$ cat src/sram_area_pkg.sv
// Shared constants and carriers for the SRAM area wait controller
package sram_area_pkg;

  localparam int APB_ADDR_W = 12;
  localparam int MEM_ADDR_W = 24;
  localparam int LANES = 4;

  ////////////////////////////////////////////////////////////////////////////
  // Register map
  localparam logic [APB_ADDR_W-1:0] OFS_WAIT_CTRL = 12'h000;
  localparam logic [APB_ADDR_W-1:0] OFS_IF_CFG = 12'h004;
  localparam logic [APB_ADDR_W-1:0] OFS_STATUS = 12'h008;

  ////////////////////////////////////////////////////////////////////////////
  // Wait control fields
  localparam int BAS_BIT = 20;
  localparam int WW_LSB = 16;
  localparam int SW_LSB = 11;
  localparam int WR_LSB = 7;
  localparam int WM_BIT = 6;
  localparam logic [31:0] WAIT_CTRL_MASK = 32'h0017_1fc0;
  localparam logic [31:0] WAIT_CTRL_RESET = 32'h0000_0500;
  localparam logic IF_CFG_RESET = 1'b0;

  ////////////////////////////////////////////////////////////////////////////
  // Read wait table, prohibited codes fall back to the longest
  localparam logic [15:0][4:0] READ_WAIT_TABLE = {
    5'h18, 5'h18, 5'h18, 5'h18, 5'h12, 5'h0e, 5'h0c, 5'h0a,
    5'h08, 5'h06, 5'h05, 5'h04, 5'h03, 5'h02, 5'h01, 5'h00};
  localparam logic [5:0] EXT_WAIT_EXTEND = 6'h01;

  typedef enum logic [2:0] {
    ST_IDLE,
    ST_SETUP,
    ST_STROBE,
    ST_HOLD
  } ctl_state_t;

  typedef struct packed {
    logic valid;
    logic write;
    logic [MEM_ADDR_W-1:0] addr;
    logic [31:0] wdata;
    logic [LANES-1:0] be;
  } req_t;

  typedef struct packed {
    logic bus_clk;
    logic area_select_n;
    logic read_strobe_n;
    logic rd_wr_n;
    logic [LANES-1:0] byte_lane_strobe_n;
    logic [MEM_ADDR_W-1:0] addr;
    logic [31:0] data_out;
    logic data_oe;
  } pins_t;

endpackage

$ cat src/area_wait_decode.sv
// Decodes read and write wait codes into bus cycle counts
`timescale 1ns/1ps
`default_nettype none
module area_wait_decode
  import sram_area_pkg::*;
(
  input wire logic [3:0] read_code,
  input wire logic [2:0] write_code,
  output logic [4:0] read_wait,
  output logic [4:0] write_wait
);

  always_comb begin
    read_wait = READ_WAIT_TABLE[read_code];
    write_wait = {2'h0, write_code - 3'h1};
    if (write_code == 3'h0) begin
      write_wait = read_wait;
    end
  end

endmodule
`default_nettype wire

$ cat src/sram_area_ctrl.sv
// APB slave and strobe timing for one SRAM chip-select area
//
// Functional notes
// - Unused wait control bits 31-21, 19, 15-13, 5-0 always read zero.
// - Select clear: byte strobes pulse, direction line low whole write.
// - Select set: byte strobes low whole cycle, direction line pulses.
// - Byte access select acts only in byte-selection SRAM mode.
// - Write wait codes 1 to 7 give 0 to 6 wait cycles.
// - Write wait code zero reuses the read wait count.
// - Setup field gives 0.5, 1.5, 2.5, 3.5 bus cycles to strobes.
// - Read wait codes map to 0-6, 8, 10, 12, 14, 18, 24 cycles.
// - External wait honoured when mask clear, even with zero waits.
`timescale 1ns/1ps
`default_nettype none
module sram_area_ctrl
  import sram_area_pkg::*;
(
  input wire logic pclk,
  input wire logic presetn,
  input wire logic psel,
  input wire logic penable,
  input wire logic pwrite,
  input wire logic [APB_ADDR_W-1:0] paddr,
  input wire logic [31:0] pwdata,
  output logic [31:0] prdata,
  output logic pready,
  output logic pslverr,
  input wire req_t req,
  output logic req_busy,
  output logic req_done,
  output logic [31:0] req_rdata,
  output var pins_t mem_pins,
  input wire logic [31:0] mem_data_in,
  input wire logic ext_wait_n
);

  typedef struct packed {
    ctl_state_t st;
    logic phase;
    logic [5:0] cnt;
    logic [1:0] wait_sync;
    logic [31:0] din1;
    logic [31:0] din2;
    logic [31:0] wait_ctrl;
    logic byte_sram;
    logic mode;
    logic wm;
    logic is_write;
    logic [1:0] sw;
    logic [LANES-1:0] be;
    logic pready;
    logic pslverr;
    logic [31:0] prdata;
    pins_t pins;
    logic [31:0] rdata;
    logic done;
    logic busy;
  } state_t;

  state_t r, n;
  logic [4:0] read_wait, write_wait, sel_wait;
  logic acc, take;

  function automatic logic mapped(input logic [APB_ADDR_W-1:0] a);
    mapped = (a == OFS_WAIT_CTRL) || (a == OFS_IF_CFG) || (a == OFS_STATUS);
  endfunction

  area_wait_decode u_decode (
    .read_code(r.wait_ctrl[WR_LSB +: 4]),
    .write_code(r.wait_ctrl[WW_LSB +: 3]),
    .read_wait(read_wait),
    .write_wait(write_wait)
  );

  assign acc = psel && penable;
  assign sel_wait = r.is_write ? write_wait : read_wait;
  assign take = req.valid && r.st == ST_IDLE && !r.phase && !r.done;

  ////////////////////////////////////////////////////////////////////////////
  // Next state
  always_comb begin
    n = r;
    n.phase = ~r.phase;
    n.pins.bus_clk = ~r.phase;
    n.done = 1'b0;
    n.wait_sync = {r.wait_sync[0], ext_wait_n};
    n.din1 = mem_data_in;
    n.din2 = r.din1;
    // APB access answered one cycle after it opens
    n.pready = acc && !r.pready;
    n.pslverr = 1'b0;
    if (acc && !r.pready) begin
      n.pslverr = !mapped(paddr);
      n.prdata = 32'h0;
      if (paddr == OFS_WAIT_CTRL) begin
        n.prdata = r.wait_ctrl & WAIT_CTRL_MASK;
      end else if (paddr == OFS_IF_CFG) begin
        n.prdata = {31'h0, r.byte_sram};
      end else if (paddr == OFS_STATUS) begin
        n.prdata = {29'h0, r.wait_sync[1], r.mode, r.busy};
      end
    end
    if (acc && r.pready && pwrite) begin
      if (paddr == OFS_WAIT_CTRL) begin
        n.wait_ctrl = pwdata & WAIT_CTRL_MASK;
      end else if (paddr == OFS_IF_CFG) begin
        n.byte_sram = pwdata[0];
      end
    end
    case (r.st)
      ST_IDLE: begin
        if (take) begin
          n.st = ST_SETUP;
          n.busy = 1'b1;
          n.is_write = req.write;
          n.be = req.be;
          // select only honoured in byte SRAM mode
          n.mode = r.byte_sram && r.wait_ctrl[BAS_BIT];
          n.wm = r.wait_ctrl[WM_BIT];
          n.sw = r.wait_ctrl[SW_LSB +: 2];
          n.cnt = {3'h0, r.wait_ctrl[SW_LSB +: 2], 1'b0};
          n.pins.area_select_n = 1'b0;
          n.pins.addr = req.addr;
          n.pins.data_out = req.wdata;
          n.pins.data_oe = req.write;
          // direction low for the whole write when mode is clear
          n.pins.rd_wr_n = !(req.write && !n.mode);
          n.pins.byte_lane_strobe_n = n.mode ? ~req.be : {LANES{1'b1}};
        end
      end
      ST_SETUP: begin
        if (r.cnt == 6'h0) begin
          // odd half cycle count lands on falling edge
          n.st = ST_STROBE;
          n.cnt = {sel_wait, 1'b1};
          n.pins.read_strobe_n = r.is_write;
          // byte strobes pulse as timing strobes
          if (!r.mode && (r.is_write || r.byte_sram)) begin
            n.pins.byte_lane_strobe_n = ~r.be;
          end
          // direction line pulses as write strobe
          if (r.mode && r.is_write) begin
            n.pins.rd_wr_n = 1'b0;
          end
        end else begin
          n.cnt = r.cnt - 6'h1;
        end
      end
      ST_STROBE: begin
        if (r.cnt != 6'h0) begin
          n.cnt = r.cnt - 6'h1;
        end else if (!r.wm && !r.wait_sync[1]) begin
          // external wait extends by one bus cycle
          n.cnt = EXT_WAIT_EXTEND;
        end else begin
          n.st = ST_HOLD;
          n.pins.read_strobe_n = 1'b1;
          if (!r.mode) begin
            n.pins.byte_lane_strobe_n = {LANES{1'b1}};
          end else begin
            n.pins.rd_wr_n = 1'b1;
          end
        end
      end
      ST_HOLD: begin
        n.st = ST_IDLE;
        // Data sampled while the strobe was still low
        if (!r.is_write) begin
          n.rdata = r.din2;
        end
        n.done = 1'b1;
        n.busy = 1'b0;
        n.pins.area_select_n = 1'b1;
        n.pins.rd_wr_n = 1'b1;
        n.pins.byte_lane_strobe_n = {LANES{1'b1}};
        n.pins.data_oe = 1'b0;
      end
      default: begin
        n.st = ST_IDLE;
      end
    endcase
  end

  ////////////////////////////////////////////////////////////////////////////
  // State register
  always_ff @(posedge pclk or negedge presetn) begin
    if (!presetn) begin
      r <= '0;
      r.st <= ST_IDLE;
      r.wait_ctrl <= WAIT_CTRL_RESET;
      r.byte_sram <= IF_CFG_RESET;
      r.wait_sync <= 2'h3;
      r.pins.area_select_n <= 1'b1;
      r.pins.read_strobe_n <= 1'b1;
      r.pins.rd_wr_n <= 1'b1;
      r.pins.byte_lane_strobe_n <= {LANES{1'b1}};
    end else begin
      r <= n;
    end
  end

  assign prdata = r.prdata;
  assign pready = r.pready;
  assign pslverr = r.pslverr;
  assign req_busy = r.busy;
  assign req_done = r.done;
  assign req_rdata = r.rdata;
  assign mem_pins = r.pins;

  ////////////////////////////////////////////////////////////////////////////
  // Checks
  logic [6:0] cs_age, strobe_age;
  always_ff @(posedge pclk or negedge presetn) begin
    if (!presetn) begin
      cs_age <= 7'h0;
      strobe_age <= 7'h0;
    end else begin
      cs_age <= (r.st == ST_IDLE) ? 7'h0 : cs_age + 7'h1;
      strobe_age <= (r.st == ST_STROBE) ? strobe_age + 7'h1 : 7'h0;
    end
  end
endmodule
`default_nettype wire

$ cat config.mk
export PLATFORM = sky130hd
export DESIGN_NAME = sram_area_ctrl
export DESIGN_NICKNAME = d
export VERILOG_FILES = /design/src/sram_area_pkg.sv /design/src/area_wait_decode.sv /design/src/sram_area_ctrl.sv
export SDC_FILE = /design/constraint.sdc
export NUM_CORES = 1
export LEC_CHECK = 0
export ABC_AREA = 1
export BUFFER_PORTS_ARGS = -buffer_cell sky130_fd_sc_hd__clkbuf_2
export CAP_MARGIN = 0
export CELL_PAD_IN_SITES_DETAIL_PLACEMENT = 1
export CELL_PAD_IN_SITES_GLOBAL_PLACEMENT = 1
export CORE_MARGIN = 2
export CORE_UTILIZATION = 35
export DETAILED_ROUTE_END_ITERATION = 16
export PLACE_DENSITY_LB_ADDON = 0.05
export SLEW_MARGIN = 20
export SYNTH_ARGS = -nofsm -noshare
export SYNTH_HDL_FRONTEND = slang
export SYNTH_SLANG_ARGS = --single-unit
export TNS_END_PERCENT = 10
$ cat constraint.sdc
create_clock -name pclk -period 1.6 [get_ports pclk]
set_input_delay 0.16 -clock pclk [delete_from_list [all_inputs] [get_ports pclk]]
set_output_delay 0.16 -clock pclk [all_outputs]
set_load 0.05 [all_outputs]
==> impl_metrics.toml <==
[run_status]
status = "finished, final reports clean"

[synthesis]
synth_edf_count = 0
yosys-top-cells-count = "279 x nand2_1, 197 x dfrtp_1, 132 x buf_4, 50 x o21ai_0, 38 x nor2_1"
synth_area_um2 = 8919
synthDominantCellAreaShare_pct = 55.27
ys_ff_latch = 208
netlist_top_cells_area = "dfrtp_1 55%, nand2_1 12%, buf_4 11%, mux2_2 4.0%, dfstp_2 3.2%"
ys.warnings.count = 0
synthArstFlopShare_pct = 100.0
ys_seq_area_share_pct = 58.52
yosysUniqueCellTypes = 33
synth_area_per_cell_um2 = 10.10
yosysTopAreaCell = "dfrtp_1"
syn_inst = 883
synth_most_common_cell = "nand2_1"
ys.flop_type = "dfrtp_1"

[clock_network]
cts_buffers = 24
cts_max_level = 1
cts_root_buf = "clkbuf_16"
clkSinkCount = 208
clk_path_buf_depth = 3
clk_pin_slew_ns = 0.06
clk_latency_ns = 0.52
cts_tree = "done"

[global_route]
antenna_found_initial = 0
grt_pass1_wl_mm = 36.82
top_usage_layer = "met2"
grt_pass1_vias = 7197
grt-ovfl-total = 0
grt_max_degree = 43
grt_use_total_pct = 17.02
met1_usage_pct = 21.39
use_met3_pct = 4.418
grtUsageMet2_pct = 29.24

[final_layout]
drive_above_1_share_pct = 34.07
nets = 1310
n_antenna_cell = 0
post-route-util_pct = 46.95
seqCellArea_um2 = 5219
multi_input_area_um2 = 2595
syn_to_final_growth_pct = 32.18
instances_no_fill = 1501
nFillCells = 2895

[worst_setup_path]
path_class = "reg -> reg"
worst_setup_path_end_kind = "flop"
worstReg2RegEnd = "r[246]$_DFFE_PN0P_"
worstReg2RegStart = "r[249]$_DFFE_PN0P_"
rr_worst_depth = 10
worstPathRequired_ns = 2.04
cp.arrival_ns = 2.02
start_kind = "flop"
r2r_slack_ns = 0.03
crit_fanout = 6

[routing]
dr.first_iter.drc_count = 290
drt.antenna.violating_nets = 0
wl_per_cell_um = 14.94
wl_mm = 22.43
remaining_drc_errors = 0
vias_per_cell = 4.330
first_pass_iters = 4
num_vias = 6499

[floorplan]
die_x_um = 163.6
io_pins = 277
rows = 58
die_area_um2 = 26770
start_util_pct = 35.52
core_um2 = 25110
die_y_um = 163.6

[sta]
fmax_mhz = 636.5
finClkSkew_ns = 0.01007
maxSlewViolCount = 0
period_needed_ns = 1.571
tns_ns = 0
fin_hold_ws_ns = 0.03976
post-route-period-util_pct = 98.19
fin_ws_ns = 0.02898
rsz0062_at_grt = "true"
finalHoldViolCount = 0
setup_viol = 0

[min_path]
hold_class = "in -> reg"
hold_path_depth = 4
whs_endpoint = "r[163]$_DFFE_PN0P_"
holdCritStartpoint = "pwrite"

[placed_design]
dp.cells = 1346
hpwlAfterDp_mm = 15.20
finalWeightedCongestion = 0.7448
portBuffers = 238
pre_cts_ws_ns = -0.07840

[power_and_ir_drop]
vdd_drop_max_v = 0.001115
netSwitchingFraction_pct = 44.53
clkPwrFrac_pct = 23.3
p_int_mw = 12.67
p_comb_share_pct = 43.5
leakagePower_nw = 6.068
p_seq_share_pct = 33.2
p_sw_mw = 10.17
powerDensity_nw_per_um2 = 1938

[flow_run]
max_cap_viol_count = 0
worst max-delay path by stage:
stage | from | end | slack [ns]
2_1_floorplan | pready$_DFF_PN0_ | r[160]$_DFFE_PN0P_ | 0.13
3_3_place_gp | r[248]$_DFFE_PN0P_ | mem_pins[60]$_DFFE_PN1P_ | -0.04
3_5_place_dp | r[248]$_DFFE_PN0P_ | mem_pins[60]$_DFFE_PN1P_ | -0.08
4_1_cts | r[248]$_DFFE_PN0P_ | r[246]$_DFFE_PN0P_ | -0.02
5_1_grt | r[249]$_DFFE_PN0P_ | r[246]$_DFFE_PN0P_ | -0.08
6_report | r[249]$_DFFE_PN0P_ | r[246]$_DFFE_PN0P_ | 0.03
repair_timing:
action,CTS,global route
hold endpoints to repair,288,0
pin swaps,0,7
buffers inserted,0,2
setup endpoints to repair,9,76
resized for setup,4,24
cloned,0,0
hold buffers,109,0
metal layers:
| metal | part of all wire [%] | wire length (um) |
|---|---|---|
| met4 | 1.8 | 410 |
| met2 | 50 | 11120 |
| met1 | 42 | 9493 |
| met3 | 6.3 | 1403 |
| met5 | 0 | 0 |
sequential cells by signal, indices dropped and copies added (netlist names):
signal and flops:
pslverr 1, req_rdata 32, n 33, pready 1, r 60, req_busy 1
req_done 1, mem_pins 65, prdata 14
per-stage QoR:
stage | total power, mW | cell area (um^2)
after floorplan | 16.26 | 8982
after global placement | 17.04 | 9811
after detailed placement | 17.18 | 9811
after CTS | 22.91 | 11680
after global routing | 24.27 | 11790
final | 22.85 | 11790
power groups by stage:
stage                     sequential [mW]  clock [mW]  combinational (mW)
after floorplan                      7.48           0                8.78
after global placement               7.59           0                9.45
after detailed placement             7.64           0                9.54
after CTS                            7.59        5.53                9.79
final                                7.59        5.31                9.94
after global routing                 7.80        5.74                10.7
area by class of cell:
type | instances | area share (%)
flip-flops and latches | 208 | 44.27
repair buffers | 381 | 22.44
multi-input cells | 498 | 22.01
clock buffers | 34 | 5.752
well taps | 330 | 3.502
inverters | 40 | 1.274
clock inverters | 10 | 0.7536
logic make-up after synthesis:
family | Yosys count | synth area share (%)
simple gates | 359 | 16.69
flops | 208 | 58.52
buf+inv | 194 | 14.16
compound gates | 76 | 4.728
mux | 32 | 4.040
fa+ha+maj | 13 | 1.824
other cells | 1 | 0.04205
worst max-delay path, cell delays in order, from the launching register on:
cell and delay, ns:
dfrtp_1 0.42, inv_2 0.15, ha_4 0.15, nand2_1 0.06, inv_2 0.06, nand2_4 0.07, nand2_2 0.09, nand2_2 0.07
nor2_4 0.18, nand3_2 0.09, o21ai_2 0.14
layout by cell type (no fill, tap or decap), types with 2 or more instances in the layout:
cell type and n:
a21oi_1 9, a22oi_1 3, buf_12 7, buf_4 24, buf_6 3, clkbuf_1 6, clkbuf_16 24, clkbuf_2 237
clkbuf_8 5, clkinv_2 7, conb_1 18, dfrtp_1 197, dfstp_2 11, dlygate4sd3_1 109, ha_1 8, ha_2 2
ha_4 3, inv_1 34, inv_2 6, mux2_2 32, nand2_1 275, nand2_2 9, nand3_1 15, nand3_2 2
nand4_1 3, nor2_1 36, nor2_2 2, nor2_4 5, nor3_1 4, o21ai_0 49, o21ai_1 2, o21ai_2 8
or2_2 2
Note: power is estimated with default switching activity, not from simulation.
